**config.mk**
```make
export PLATFORM = sky130hd
export DESIGN_NAME = mecc_fault_handler
export DESIGN_NICKNAME = d
export VERILOG_FILES = /design/src/mecc_fault_handler.v
export VERILOG_INCLUDE_DIRS = /design/src /design/src/src
export SDC_FILE = /design/constraint.sdc
export NUM_CORES = 1
export LEC_CHECK = 0
export BUFFER_PORTS_ARGS = -buffer_cell sky130_fd_sc_hd__buf_2
export CAP_MARGIN = 20
export CORE_UTILIZATION = 45
export CTS_BUF_LIST = sky130_fd_sc_hd__clkbuf_8
export CTS_CLUSTER_SIZE = 12
export DETAILED_ROUTE_END_ITERATION = 7
export PLACE_DENSITY = 0.85
export SLEW_MARGIN = 20
export SYNTH_ARGS = -nofsm -noshare
export SYNTH_HDL_FRONTEND = slang
export SYNTH_SLANG_ARGS = --single-unit
```
**constraint.sdc**
```tcl
create_clock -name i_sys_clk -period 2.5 [get_ports i_sys_clk]
set_input_delay 0.5 -clock i_sys_clk [delete_from_list [all_inputs] [get_ports i_sys_clk]]
set_output_delay 0.5 -clock i_sys_clk [all_outputs]
set_load 0.02 [all_outputs]
```
**src/mecc_consts.vh**
```
`ifndef MECC_CONSTS_VH
`define MECC_CONSTS_VH

// Register addresses on the 16-bit register port.
`define MECC_ADDR_CODE_CFG      16'hA00D
`define MECC_ADDR_CODE_ACTION   16'hA010
`define MECC_ADDR_DATA_CFG      16'hA02D
`define MECC_ADDR_DATA_FA_LOW   16'hA02E
`define MECC_ADDR_DATA_FA_HIGH  16'hA02F

// Reset values.
`define MECC_RST_CODE_CFG       8'h80
`define MECC_RST_DATA_CFG       8'h80
`define MECC_RST_CODE_ACTION    8'h00
`define MECC_RST_FA_LOW         8'h00
`define MECC_RST_FA_HIGH        8'h80
`define MECC_RST_CODE_FA        16'h0000

// Field positions shared by both configuration registers.
`define MECC_BIT_ENABLE         7
`define MECC_BIT_UNCORR_IEN     5
`define MECC_BIT_CORR_IEN       4
`define MECC_BIT_UNCORR_FLAG    1
`define MECC_BIT_CORR_FLAG      0

// Field position in the code action register.
`define MECC_BIT_RESET_ON_UNCORR 0

// Readable bits of each register; all others read as zero.
`define MECC_CFG_READ_MASK      8'hB3
`define MECC_ACTION_READ_MASK   8'h01

// Word layouts.
`define MECC_SRAM_WORD_W        13
`define MECC_CODE_WORD_W        16

`endif

```
**src/mecc_fault_handler.v**
```verilog
// Contract
// Data config bit 7 enables SRAM checking and resets set (0x80).
// Data config: uncorrectable enable bit 5, correctable bit 4, flags bits 1, 0.
// A correctable SRAM read fault sets the data correctable flag.
// Data flags set regardless of enables; only interrupts are gated.
// Hardware never clears error flags; only software does.
// Correctable SRAM read faults return corrected data to the reader.
// Software should rewrite corrected data into SRAM after the interrupt.
// SRAM fault address latched into read-only low and high registers.
// While a data flag is set, later faults keep the latched address.
// Code word is 16 bits: low byte instruction, high byte check bits.
// Check bits 15:12 protect data 7:4, bits 11:8 protect data 3:0.
// Each nibble code corrects single and detects double bit errors.
// Code checking runs on every fetch in hardware.
// Correctable fetch errors deliver corrected byte; optional interrupt.
// Uncorrectable fetch error raises interrupt or software reset, per setting.
// Faulting fetch address latched into 16-bit code fault address.
// Code config bit 7 selects corrected or raw flash controller low byte.
// Uncorrectable fetch error sets code flag bit 1 regardless of enable.
// Correctable fetch error sets code flag bit 0 regardless of enable.
// SRAM word holds 8 data and 5 check bits, single fix, double detect.
// Toggling SRAM checking corrupts contents; software reinitialises SRAM.
// Each interrupt is high while its flag and enable are both set; the code uncorrectable one is held low while reset mode is on.
// Writing zero clears a flag; writing one leaves it unchanged.
`timescale 1ns/1ps
`include "mecc_consts.vh"

module mecc_fault_handler (
	input  wire        i_sys_clk,
	input  wire        i_resetn,
	input  wire        i_clk_en,
	// Register port.
	input  wire [15:0] i_reg_addr,
	input  wire [7:0]  i_reg_wdata,
	input  wire        i_reg_wr,
	input  wire        i_reg_rd,
	output reg  [7:0]  o_reg_rdata,
	// CPU writes to data SRAM.
	input  wire        i_sram_wr,
	input  wire [15:0] i_sram_wr_addr,
	input  wire [7:0]  i_sram_wr_data,
	output reg         o_sram_wr_en,
	output reg  [15:0] o_sram_wr_addr,
	output reg  [12:0] o_sram_wr_word,
	// CPU reads from data SRAM.
	input  wire        i_sram_rd_valid,
	input  wire [15:0] i_sram_rd_addr,
	input  wire [12:0] i_sram_rd_word,
	output reg         o_sram_rd_valid,
	output reg  [7:0]  o_sram_rd_data,
	// Instruction fetch path.
	input  wire        i_fetch_valid,
	input  wire [15:0] i_fetch_addr,
	input  wire [15:0] i_fetch_word,
	output reg         o_fetch_valid,
	output reg  [7:0]  o_fetch_data,
	// Flash controller read path.
	input  wire        i_fc_rd_valid,
	input  wire [15:0] i_fc_rd_word,
	output reg         o_fc_rd_valid,
	output reg  [15:0] o_fc_rd_data,
	// Fault reporting.
	output reg  [15:0] o_code_fault_address,
	output reg         o_soft_reset,
	output wire        o_sram_uncorr_irq,
	output wire        o_sram_corr_irq,
	output wire        o_code_uncorr_irq,
	output wire        o_code_corr_irq
);

	// Encodes one SRAM byte as Hamming parity in 11:8 and overall parity in 12.
	function [12:0] mecc_sram_encode;
		input [7:0] d;
		reg   [3:0] p;
		begin
			p[0] = d[0] ^ d[1] ^ d[3] ^ d[4] ^ d[6];
			p[1] = d[0] ^ d[2] ^ d[3] ^ d[5] ^ d[6];
			p[2] = d[1] ^ d[2] ^ d[3] ^ d[7];
			p[3] = d[4] ^ d[5] ^ d[6] ^ d[7];
			mecc_sram_encode = {(^d) ^ (^p), p, d};
		end
	endfunction

	// Decodes an SRAM word: returns uncorrectable, corrected and the data byte.
	function [9:0] mecc_sram_decode;
		input [12:0] w;
		reg   [12:0] e;
		reg   [3:0]  s;
		reg   [7:0]  d;
		reg          ov;
		reg          unc;
		reg          cor;
		begin
			// Recompute the check bits from the data and compare with those stored.
			e = mecc_sram_encode(w[7:0]);
			s = e[11:8] ^ w[11:8];
			ov  = ^w;
			d   = w[7:0];
			unc = 1'b0;
			cor = 1'b0;
			if (ov) begin
				// A single flip: the syndrome names the bit position.
				cor = 1'b1;
				case (s)
					4'h3: d[0] = ~d[0];
					4'h5: d[1] = ~d[1];
					4'h6: d[2] = ~d[2];
					4'h7: d[3] = ~d[3];
					4'h9: d[4] = ~d[4];
					4'hA: d[5] = ~d[5];
					4'hB: d[6] = ~d[6];
					4'hC: d[7] = ~d[7];
					4'h0, 4'h1, 4'h2, 4'h4, 4'h8: d = w[7:0];
					default: begin
						cor = 1'b0;
						unc = 1'b1;
					end
				endcase
			end else if (s != 4'h0) begin
				unc = 1'b1;
			end
			mecc_sram_decode = {unc, cor, d};
		end
	endfunction

	// Hamming parity of one code nibble, with overall parity in bit 3.
	function [3:0] mecc_nib_encode;
		input [3:0] d;
		reg   [2:0] p;
		begin
			p[0] = d[0] ^ d[1] ^ d[3];
			p[1] = d[0] ^ d[2] ^ d[3];
			p[2] = d[1] ^ d[2] ^ d[3];
			mecc_nib_encode = {(^d) ^ (^p), p};
		end
	endfunction

	// Decodes one nibble against its four check bits.
	function [5:0] mecc_nib_decode;
		input [3:0] d_in;
		input [3:0] c;
		reg   [3:0] e;
		reg   [2:0] s;
		reg   [3:0] d;
		reg         ov;
		reg         unc;
		reg         cor;
		begin
			e   = mecc_nib_encode(d_in);
			s   = e[2:0] ^ c[2:0];
			ov  = (^d_in) ^ (^c);
			d   = d_in;
			unc = 1'b0;
			cor = 1'b0;
			if (ov) begin
				cor = 1'b1;
				case (s)
					3'h3: d[0] = ~d[0];
					3'h5: d[1] = ~d[1];
					3'h6: d[2] = ~d[2];
					3'h7: d[3] = ~d[3];
					default: d = d_in;
				endcase
			end else if (s != 3'h0) begin
				unc = 1'b1;
			end
			mecc_nib_decode = {unc, cor, d};
		end
	endfunction

	// Configuration and status registers.
	reg  [7:0]  data_cfg_ff;
	reg  [7:0]  code_cfg_ff;
	reg  [7:0]  code_action_ff;
	reg  [15:0] sram_fault_address_ff;
	reg  [7:0]  nxt_data_cfg;
	reg  [7:0]  nxt_code_cfg;

	wire sram_check_enable         = data_cfg_ff[`MECC_BIT_ENABLE];
	wire sram_uncorr_irq_enable    = data_cfg_ff[`MECC_BIT_UNCORR_IEN];
	wire sram_corr_irq_enable      = data_cfg_ff[`MECC_BIT_CORR_IEN];
	wire sram_uncorr_flag          = data_cfg_ff[`MECC_BIT_UNCORR_FLAG];
	wire sram_corr_flag            = data_cfg_ff[`MECC_BIT_CORR_FLAG];
	wire flash_read_correct_select = code_cfg_ff[`MECC_BIT_ENABLE];
	wire code_uncorr_irq_enable    = code_cfg_ff[`MECC_BIT_UNCORR_IEN];
	wire code_corr_irq_enable      = code_cfg_ff[`MECC_BIT_CORR_IEN];
	wire code_uncorr_flag          = code_cfg_ff[`MECC_BIT_UNCORR_FLAG];
	wire code_corr_flag            = code_cfg_ff[`MECC_BIT_CORR_FLAG];
	wire reset_on_uncorr           = code_action_ff[`MECC_BIT_RESET_ON_UNCORR];
	wire sram_error_flag           = sram_uncorr_flag | sram_corr_flag;

	// SRAM read checking; a disabled checker passes raw data with no flags.
	wire [9:0] sram_dec     = mecc_sram_decode(i_sram_rd_word);
	wire       sram_chk     = i_sram_rd_valid & sram_check_enable;
	wire       sram_unc_evt = sram_chk & sram_dec[9];
	wire       sram_cor_evt = sram_chk & sram_dec[8];

	// Fetch checking on each nibble of the instruction byte.
	wire [5:0] fetch_hi = mecc_nib_decode(i_fetch_word[7:4], i_fetch_word[15:12]);
	wire [5:0] fetch_lo = mecc_nib_decode(i_fetch_word[3:0], i_fetch_word[11:8]);
	wire       fetch_unc = fetch_hi[5] | fetch_lo[5];
	wire       fetch_cor = (fetch_hi[4] | fetch_lo[4]) & ~fetch_unc;
	wire       code_unc_evt = i_fetch_valid & fetch_unc;
	wire       code_cor_evt = i_fetch_valid & fetch_cor;

	// Flash controller reads use the same nibble decoders.
	wire [5:0] fc_hi = mecc_nib_decode(i_fc_rd_word[7:4], i_fc_rd_word[15:12]);
	wire [5:0] fc_lo = mecc_nib_decode(i_fc_rd_word[3:0], i_fc_rd_word[11:8]);

	// Register decode.
	wire wr_data_cfg = i_reg_wr & (i_reg_addr == `MECC_ADDR_DATA_CFG);
	wire wr_code_cfg = i_reg_wr & (i_reg_addr == `MECC_ADDR_CODE_CFG);
	wire wr_action   = i_reg_wr & (i_reg_addr == `MECC_ADDR_CODE_ACTION);

	// Next data configuration: software writes enables, clears flags with zero,
	// and a hardware event in the same cycle wins over the clear.
	always @* begin
		nxt_data_cfg = data_cfg_ff;
		if (wr_data_cfg) begin
			nxt_data_cfg[`MECC_BIT_ENABLE]      = i_reg_wdata[`MECC_BIT_ENABLE];
			nxt_data_cfg[`MECC_BIT_UNCORR_IEN]  = i_reg_wdata[`MECC_BIT_UNCORR_IEN];
			nxt_data_cfg[`MECC_BIT_CORR_IEN]    = i_reg_wdata[`MECC_BIT_CORR_IEN];
			nxt_data_cfg[`MECC_BIT_UNCORR_FLAG] = sram_uncorr_flag &
				i_reg_wdata[`MECC_BIT_UNCORR_FLAG];
			nxt_data_cfg[`MECC_BIT_CORR_FLAG]   = sram_corr_flag &
				i_reg_wdata[`MECC_BIT_CORR_FLAG];
		end
		if (sram_unc_evt) begin
			nxt_data_cfg[`MECC_BIT_UNCORR_FLAG] = 1'b1;
		end
		if (sram_cor_evt) begin
			nxt_data_cfg[`MECC_BIT_CORR_FLAG] = 1'b1;
		end
		nxt_data_cfg = nxt_data_cfg & `MECC_CFG_READ_MASK;
	end

	// Next code configuration, built the same way as the data one.
	always @* begin
		nxt_code_cfg = code_cfg_ff;
		if (wr_code_cfg) begin
			nxt_code_cfg[`MECC_BIT_ENABLE]      = i_reg_wdata[`MECC_BIT_ENABLE];
			nxt_code_cfg[`MECC_BIT_UNCORR_IEN]  = i_reg_wdata[`MECC_BIT_UNCORR_IEN];
			nxt_code_cfg[`MECC_BIT_CORR_IEN]    = i_reg_wdata[`MECC_BIT_CORR_IEN];
			nxt_code_cfg[`MECC_BIT_UNCORR_FLAG] = code_uncorr_flag &
				i_reg_wdata[`MECC_BIT_UNCORR_FLAG];
			nxt_code_cfg[`MECC_BIT_CORR_FLAG]   = code_corr_flag &
				i_reg_wdata[`MECC_BIT_CORR_FLAG];
		end
		if (code_unc_evt) begin
			nxt_code_cfg[`MECC_BIT_UNCORR_FLAG] = 1'b1;
		end
		if (code_cor_evt) begin
			nxt_code_cfg[`MECC_BIT_CORR_FLAG] = 1'b1;
		end
		nxt_code_cfg = nxt_code_cfg & `MECC_CFG_READ_MASK;
	end

	// Configuration registers; no hardware path ever clears a flag.
	always @(posedge i_sys_clk) begin
		if (!i_resetn) begin
			data_cfg_ff    <= `MECC_RST_DATA_CFG;
			code_cfg_ff    <= `MECC_RST_CODE_CFG;
			code_action_ff <= `MECC_RST_CODE_ACTION;
		end else if (i_clk_en) begin
			data_cfg_ff <= nxt_data_cfg;
			code_cfg_ff <= nxt_code_cfg;
			if (wr_action) begin
				code_action_ff <= i_reg_wdata & `MECC_ACTION_READ_MASK;
			end
		end
	end

	// SRAM fault address: held while any data flag stays set.
	always @(posedge i_sys_clk) begin
		if (!i_resetn) begin
			sram_fault_address_ff <= {`MECC_RST_FA_HIGH, `MECC_RST_FA_LOW};
		end else if (i_clk_en) begin
			if ((sram_unc_evt | sram_cor_evt) & ~sram_error_flag) begin
				sram_fault_address_ff <= i_sram_rd_addr;
			end
		end
	end

	// Code fault address follows the most recent faulting fetch.
	always @(posedge i_sys_clk) begin
		if (!i_resetn) begin
			o_code_fault_address <= `MECC_RST_CODE_FA;
		end else if (i_clk_en) begin
			if (code_unc_evt | code_cor_evt) begin
				o_code_fault_address <= i_fetch_addr;
			end
		end
	end

	// Register read data stands one cycle after the strobe, zero otherwise.
	always @(posedge i_sys_clk) begin
		if (!i_resetn) begin
			o_reg_rdata <= 8'h00;
		end else if (i_clk_en) begin
			o_reg_rdata <= 8'h00;
			if (i_reg_rd) begin
				case (i_reg_addr)
					`MECC_ADDR_DATA_CFG:    o_reg_rdata <= data_cfg_ff;
					`MECC_ADDR_CODE_CFG:    o_reg_rdata <= code_cfg_ff;
					`MECC_ADDR_CODE_ACTION: o_reg_rdata <= code_action_ff;
					`MECC_ADDR_DATA_FA_LOW: o_reg_rdata <= sram_fault_address_ff[7:0];
					`MECC_ADDR_DATA_FA_HIGH: o_reg_rdata <= sram_fault_address_ff[15:8];
					default:                o_reg_rdata <= 8'h00;
				endcase
			end
		end
	end

	// SRAM write path: check bits are stored only while checking is on, so
	// flipping the mode leaves an old word inconsistent until rewritten unless its byte encodes to all-zero check bits.
	always @(posedge i_sys_clk) begin
		if (!i_resetn) begin
			o_sram_wr_en   <= 1'b0;
			o_sram_wr_addr <= 16'h0000;
			o_sram_wr_word <= 13'h0000;
		end else if (i_clk_en) begin
			o_sram_wr_en   <= i_sram_wr;
			o_sram_wr_addr <= i_sram_wr_addr;
			if (sram_check_enable) begin
				o_sram_wr_word <= mecc_sram_encode(i_sram_wr_data);
			end else begin
				o_sram_wr_word <= {5'h00, i_sram_wr_data};
			end
		end
	end

	// SRAM read return: corrected byte when checking is on.
	always @(posedge i_sys_clk) begin
		if (!i_resetn) begin
			o_sram_rd_valid <= 1'b0;
			o_sram_rd_data  <= 8'h00;
		end else if (i_clk_en) begin
			o_sram_rd_valid <= i_sram_rd_valid;
			if (i_sram_rd_valid) begin
				if (sram_check_enable) begin
					o_sram_rd_data <= sram_dec[7:0];
				end else begin
					o_sram_rd_data <= i_sram_rd_word[7:0];
				end
			end
		end
	end

	// Fetch return: instruction byte from the low half, corrected per nibble.
	always @(posedge i_sys_clk) begin
		if (!i_resetn) begin
			o_fetch_valid <= 1'b0;
			o_fetch_data  <= 8'h00;
		end else if (i_clk_en) begin
			o_fetch_valid <= i_fetch_valid;
			if (i_fetch_valid) begin
				o_fetch_data <= {fetch_hi[3:0], fetch_lo[3:0]};
			end
		end
	end

	// Flash controller return: high byte raw, low byte as selected.
	always @(posedge i_sys_clk) begin
		if (!i_resetn) begin
			o_fc_rd_valid <= 1'b0;
			o_fc_rd_data  <= 16'h0000;
		end else if (i_clk_en) begin
			o_fc_rd_valid <= i_fc_rd_valid;
			if (i_fc_rd_valid) begin
				if (flash_read_correct_select) begin
					o_fc_rd_data <= {i_fc_rd_word[15:8], fc_hi[3:0], fc_lo[3:0]};
				end else begin
					o_fc_rd_data <= i_fc_rd_word;
				end
			end
		end
	end

	// One-cycle software reset request for uncorrectable fetches in reset mode.
	always @(posedge i_sys_clk) begin
		if (!i_resetn) begin
			o_soft_reset <= 1'b0;
		end else if (i_clk_en) begin
			o_soft_reset <= code_unc_evt & reset_on_uncorr;
		end
	end

	// Interrupt levels: flag and enable; reset mode replaces the code
	// uncorrectable interrupt.
	assign o_sram_uncorr_irq = sram_uncorr_flag & sram_uncorr_irq_enable;
	assign o_sram_corr_irq   = sram_corr_flag & sram_corr_irq_enable;
	assign o_code_uncorr_irq = code_uncorr_flag & code_uncorr_irq_enable &
		~reset_on_uncorr;
	assign o_code_corr_irq   = code_corr_flag & code_corr_irq_enable;

endmodule // mecc_fault_handler
```
**Yosys cells after proc, flatten, opt, wreduce, memory -nomap -nowiden**

Index checks and enable logic that the tools add are counted.

- Bits in registers: 117
- Bits in latches: 0
- Memory bits (writable): 0
- Bits in read-only memories: 0
- Bits of input ports: 134
- Output and inout port bits: 94
- Word-level logic and storage cells: 250
- Memories kept: 0

- Add/subtract/negate cells: 0
- Multiply operators: 0
- Divide/modulo/power cells: 0
- Magnitude comparators: 0
- Eq/ne operators: 33
- Shift-type cells: 0
- Muxes and demuxes: 51
- Bitwise logic cells: 114
- Reduce and logical (&&, ||, !) cells: 32

Operators by type and width:

| operator | number |
|---|---|
| 16-bit == test, second input constant | 5 |
| 1-bit bitwise XOR | 57 |
| 8-bit case mux with 5 select lines | 1 |
| 1-bit two-way mux | 39 |
| 3-bit == test, second input constant | 12 |
| 4-bit XOR reduction | 9 |
| 8-bit two-way mux | 4 |
| 1-bit NOT | 27 |
| 2-bit AND reduction | 12 |
| 1-bit AND | 20 |
| 4-bit == test, second input constant | 5 |
| 4-bit by 3-bit == test with 1-bit output, second input constant | 4 |
| 4-bit two-way mux | 4 |
| 13-bit two-way mux | 1 |
| 13-bit OR reduction | 1 |
| 13-bit XOR reduction | 1 |
| 3-bit by 2-bit == test with 1-bit output, second input constant | 4 |
| 3-bit bitwise XOR | 4 |
| 4-bit by 2-bit == test with 1-bit output, second input constant | 2 |
| 2-bit nonzero test | 4 |
| 8-bit XOR reduction | 1 |
| 3-bit nonzero test | 2 |
| 1-bit OR | 5 |
| 4-bit by 1-bit == test with 1-bit output, second input constant | 1 |
| 4 further kinds | 5 |

**Longest topological paths before layout**

- Depth in word-level cells: 13
- Depth in mapped cells: 8
- Depth with buffers taken out: 6

**Worst setup path after synthesis**

Ideal clock, no wire load.

- Path type: input port to flip-flop
- Start point: input i_fetch_word[7]
- End point: register o_code_fault_address[10]
- Setup time: 0.128 ns
- Arrival time: 2.301 ns
- Required time: 2.372 ns
- Slack: 0.072 ns
- Stages: 8
- Buffers on the path: 2
- Path through: clkbuf_1 > xor3_1 > nand3_1 > nand2_1 > a31oi_2 > buf_4 > mux2i_1 > nor2_1

- Longest elaborated chain between the ends: 11

RTL lines:

| what | RTL line | text |
|---|---|---|
| start: declaration | mecc_fault_handler.v:54 | `input wire [15:0] i_fetch_word,` |
| 1-bit bitwise XOR (on tied branches) | mecc_fault_handler.v:131, mecc_fault_handler.v:132, mecc_fault_handler.v:133 |  |
| 3-bit bitwise XOR | mecc_fault_handler.v:150 | `s = e[2:0] ^ c[2:0];` |
| 3-bit nonzero test | mecc_fault_handler.v:164 | `end else if (s != 3'h0) begin` |
| 1-bit two-way mux | mecc_fault_handler.v:164 |  |
| 1-bit two-way mux | mecc_fault_handler.v:155 | `if (ov) begin` |
| 1-bit OR | mecc_fault_handler.v:201 | `wire fetch_unc = fetch_hi[5] \| fetch_lo[5];` |
| 1-bit NOT | mecc_fault_handler.v:202 | `wire fetch_cor = (fetch_hi[4] \| fetch_lo[4]) & ~fetch_unc;` |
| 1-bit AND | mecc_fault_handler.v:202 |  |
| 1-bit AND | mecc_fault_handler.v:204 | `wire code_cor_evt = i_fetch_valid & fetch_cor;` |
| 1-bit OR (*) | mecc_fault_handler.v:289 | `if (code_unc_evt \| code_cor_evt) begin` |
| 2-bit AND reduction (no line) (*) | -- |  |
| end signal: assignment | mecc_fault_handler.v:287 | `` o_code_fault_address <= `MECC_RST_CODE_FA; `` |
| end signal: assignment | mecc_fault_handler.v:290 | `o_code_fault_address <= i_fetch_addr;` |
| end: declaration | mecc_fault_handler.v:63 | `output reg [15:0] o_code_fault_address,` |

Mark *: on every way between the ends. The rest lies on a longest branch, timed or not.
A chain may end at the register's enable or synchronous reset.

**Worst setup path after layout**

- Start point: input i_sram_rd_word[2]
- End point: register sram_fault_address_ff[9]

- Longest elaborated chain between the ends: 13

RTL lines:

| what | RTL line | text |
|---|---|---|
| start: declaration | mecc_fault_handler.v:48 | `input wire [12:0] i_sram_rd_word,` |
| 1-bit bitwise XOR (4 in series) | mecc_fault_handler.v:77 | `p[1] = d[0] ^ d[2] ^ d[3] ^ d[5] ^ d[6];` |
| 4-bit bitwise XOR | mecc_fault_handler.v:96 | `s = e[11:8] ^ w[11:8];` |
| 4-bit == test (tied with other cells) | mecc_fault_handler.v:104 | `case (s)` |
| 13-bit OR reduction (no line) | -- |  |
| 1-bit two-way mux | mecc_fault_handler.v:104 |  |
| 1-bit two-way mux | mecc_fault_handler.v:101 | `if (ov) begin` |
| 1-bit AND (on tied branches) | mecc_fault_handler.v:195, mecc_fault_handler.v:196 |  |
| 1-bit OR (*) | mecc_fault_handler.v:278 | `if ((sram_unc_evt \| sram_cor_evt) & ~sram_error_flag) begin` |
| 1-bit AND (*) | mecc_fault_handler.v:278 |  |
| 2-bit AND reduction (no line) (*) | -- |  |
| end signal: assignment | mecc_fault_handler.v:276 | `` sram_fault_address_ff <= {`MECC_RST_FA_HIGH, `MECC_RST_FA_LOW}; `` |
| end signal: assignment | mecc_fault_handler.v:279 | `sram_fault_address_ff <= i_sram_rd_addr;` |
| end: declaration | mecc_fault_handler.v:175 | `reg [15:0] sram_fault_address_ff;` |

Marks and branches as above.

==> reports/qor.txt <==
Status -> finished, final reports clean
Final nets -> 1068
Vias per cell -> 5.18
Share of cells above drive strength 1 -> 29.8%
Syn avg cell area -> 8.69 um2
Tmin final -> 2.05 ns
Cell count after synthesis -> 715
PD cells -> 655 nW/um2
Area Growth Syn to Fin -> 28.5%
Drt wl/cell -> 14.3 um
Initial antenna violation count -> 2
Synth top area cells -> dfxtp_1 (38%), mux2i_1 (11%), xnor2_1 (8.7%)
Fmax -> 489 MHz
Worst r2r dst -> sram_fault_address_ff[9]
Main combinational cell family by area after synthesis -> simple AND/OR/NAND/NOR gates
Gr usage total -> 22.6%
CTS Sinks -> 117
CTS Hold Buffers Added -> 0
Final Max Slew Viols -> 0
PortBufs -> 224
Crit path kind -> primary input to flop
Leak pwr -> 3.64 nW
DP Wirelength -> 12200 um
VDD IR max -> 0.448 mV
Worst skew pair latency -> 0.43 ns
Top FF cell, synth -> dfxtp_1
Synth area leader -> dfxtp_1
Number of flops mapped to enable cells by yosys -> 0
Core Footprint -> 13300 um2
Worst Tran Pin Value -> 0.732 ns
Post-CTS setup buffer count -> 0
Worst-case clock buffer depth -> 2
CTS clk-pin slew, worst paths -> 0.07 ns
# DRC -> 0
Register area share after synthesis -> 37.7%
Post-synthesis mux area share -> 11.4%
CTS tree -> yes
Routed via count -> 5824
Most frequent cells in the layout -> buf_2 (224), dfxtp_1 (117), nand2_1 (91), nor2_1 (81), mux2i_1 (71)
Vias in the first global route -> 5494
Io pins -> 228
R2R cell count -> 4
Startpoint types -> primary input
Final hold violations -> 0
Final setup skew -> 0.00777 ns
First-pass GRT wire length -> 25800 um
Max-cap check violation count -> 0
Std cell rows -> 42
Routed wire length -> 16100 um
Clock root buffer master -> clkbuf_8
Post-Synth XOR/XNOR Area -> 15.5%
Post-synth ARST share -> 0%
RSZ-0062 raised after global routing -> false
CTS resizes -> 0
Post-route ant nets -> 0
Compound-Gate Fraction of Synth Area -> 12.5%
Synthesized Nets -> 849
Area share of fa/ha/maj cells after synthesis -> 0%
Ys Warns -> 0
Simple-gate share of the synthesized area -> 19.6%
Die X -> 119 um
Min Hold Slack -> 0.298 ns
TritonCTS buffer count -> 17
Hold depth -> 3
Hold/Removal Path Class -> primary input to flop
RR Startpoint -> data_cfg_ff[7]
R2r setup slk -> 0.78 ns
Filler cells -> 1190
Final setup viols -> 0
Routability congestion estimate -> 0.894
Distinct cell type count after synthesis -> 55
Worst Min Path Start -> i_reg_wdata[7]
Commonest non-fill, non-tap cell in the layout -> buf_2
CP max FO -> 16
H-tree levels -> 4
Critical Path RT -> 2.85 ns
Hold Path End -> code_cfg_ff[7]
Fin util -> 59.8%
Die ar. -> 14300 um2
Initial core utilization -> 46.5%
Crit end category -> flop
FF+latch area -> 2340 um2
Number of DRC markers in iteration 0 -> 310
Slew HR -> 51.2%
Synthesized cell area -> 6210 um2
Die Y -> 119 um
Seq cells post-synth -> 117
Post-synth top area share -> 37.7%
Largest net degree at the start of global routing -> 60
Setup TNS -> 0 ns
Worst Path Arrival -> 2.39 ns
Detailed Routing Iterations Pass 1 -> 4
Area of the multi-input gates -> 3670 um2
Fin crit share -> 81.8%
Remaining Overflow, GRT -> 0
==> synth_stat cells, drive strengths merged (2+ instances only) <==
master   number
xor3          2
buf           4
nor4          8
a21oi        34
nor3         16
nor3b         2
xnor2        65
or3           7
nand2        91
or4           2
a22oi         9
xnor3         5
a31oi         3
a211oi       19
nor2         81
xor2         23
or2           3
nand3        22
o2bb2ai       7
mux2i        71
inv          10
a311oi        5
nand4b        2
o22ai         3
dfxtp       117
o21a          3
nand2b        3
o21ai        25
nand3b        3
and2         16
o221ai        2
clkbuf       35
and3          5
==> sequential cells by signal, indices dropped and copies added, names as in the netlist <==
name                   cells
o_reg_rdata                8
o_sram_wr_word            13
o_fc_rd_valid              1
o_sram_rd_valid            1
code_cfg_ff                5
o_fetch_data               8
o_fc_rd_data              16
o_sram_wr_addr            16
code_action_ff             1
o_soft_reset               1
sram_fault_address_ff     16
o_code_fault_address      16
o_fetch_valid              1
data_cfg_ff                5
o_sram_wr_en               1
o_sram_rd_data             8
==> layout make-up <==
type	count	share of cell area, %
Antenna cell	2	0.0627
Clock buffer	19	3.28
Timing Repair Buffer	239	15.8
Clock inverter	13	2.37
Tap cell	176	2.76
Sequential cell	117	29.4
Inverter	10	0.470
Multi-Input combinational cell	549	45.9
==> cells by family after synthesis <==
logic type,count (synthesis)
multiplexers,71
AO/OA/AOI/OAI,117
buffers and inverters,49
flip-flops,117
XOR/XNOR,95
AND/OR/NAND/NOR,266
==> stage by stage <==
step	total power, mW	std cells	cell area [um2]	setup slack, ns
6_report	5.23	1125	7980	0.454
5_1_grt	5.49	1125	7980	0.366
4_1_cts	5.27	1123	7980	0.484
3_5_place_dp	3.28	1091	7520	0.0284
3_3_place_gp	3.25	1091	7520	0.0639
2_1_floorplan	2.90	715	6210	0.0717
==> critical path: stages <==
cell and delay [ns]:
buf_2 0.13, xnor2_1 0.29, xnor2_1 0.26, or3_1 0.27, a21oi_2 0.10, a2111oi_4 0.40, buf_12 0.22, mux2i_1 0.22
==> metal layers <==
layer	up-vias	track usage (%)	part of all wire [%]
met2	222	37.8	49
li1	2917	-	-
met1	2655	26.4	42
met4	0	10.9	2.0
met5	-	0	0
met3	30	6.51	6.6
==> report_power, final <==
part           internal [mW]  total (mW)  switching (mW)
Clock                   1.22        1.98           0.755
Combinational          0.520        1.21           0.693
Sequential              1.97        2.04          0.0608
Total                   3.72        5.23            1.51
==> worst max path at each step <==
stage / cells past startpoint / slack, ns / to / from
2_1_floorplan: 8 / 0.07 / o_code_fault_address[10] / i_fetch_word[7]
3_3_place_gp: 7 / 0.06 / data_cfg_ff[0] / i_reg_addr[7]
3_5_place_dp: 8 / 0.03 / sram_fault_address_ff[9] / i_sram_rd_word[0]
4_1_cts: 8 / 0.48 / sram_fault_address_ff[9] / i_sram_rd_word[2]
5_1_grt: 8 / 0.37 / sram_fault_address_ff[0] / i_sram_rd_word[2]
6_report: 8 / 0.45 / sram_fault_address_ff[9] / i_sram_rd_word[2]
(Power assumes the default switching activity.)
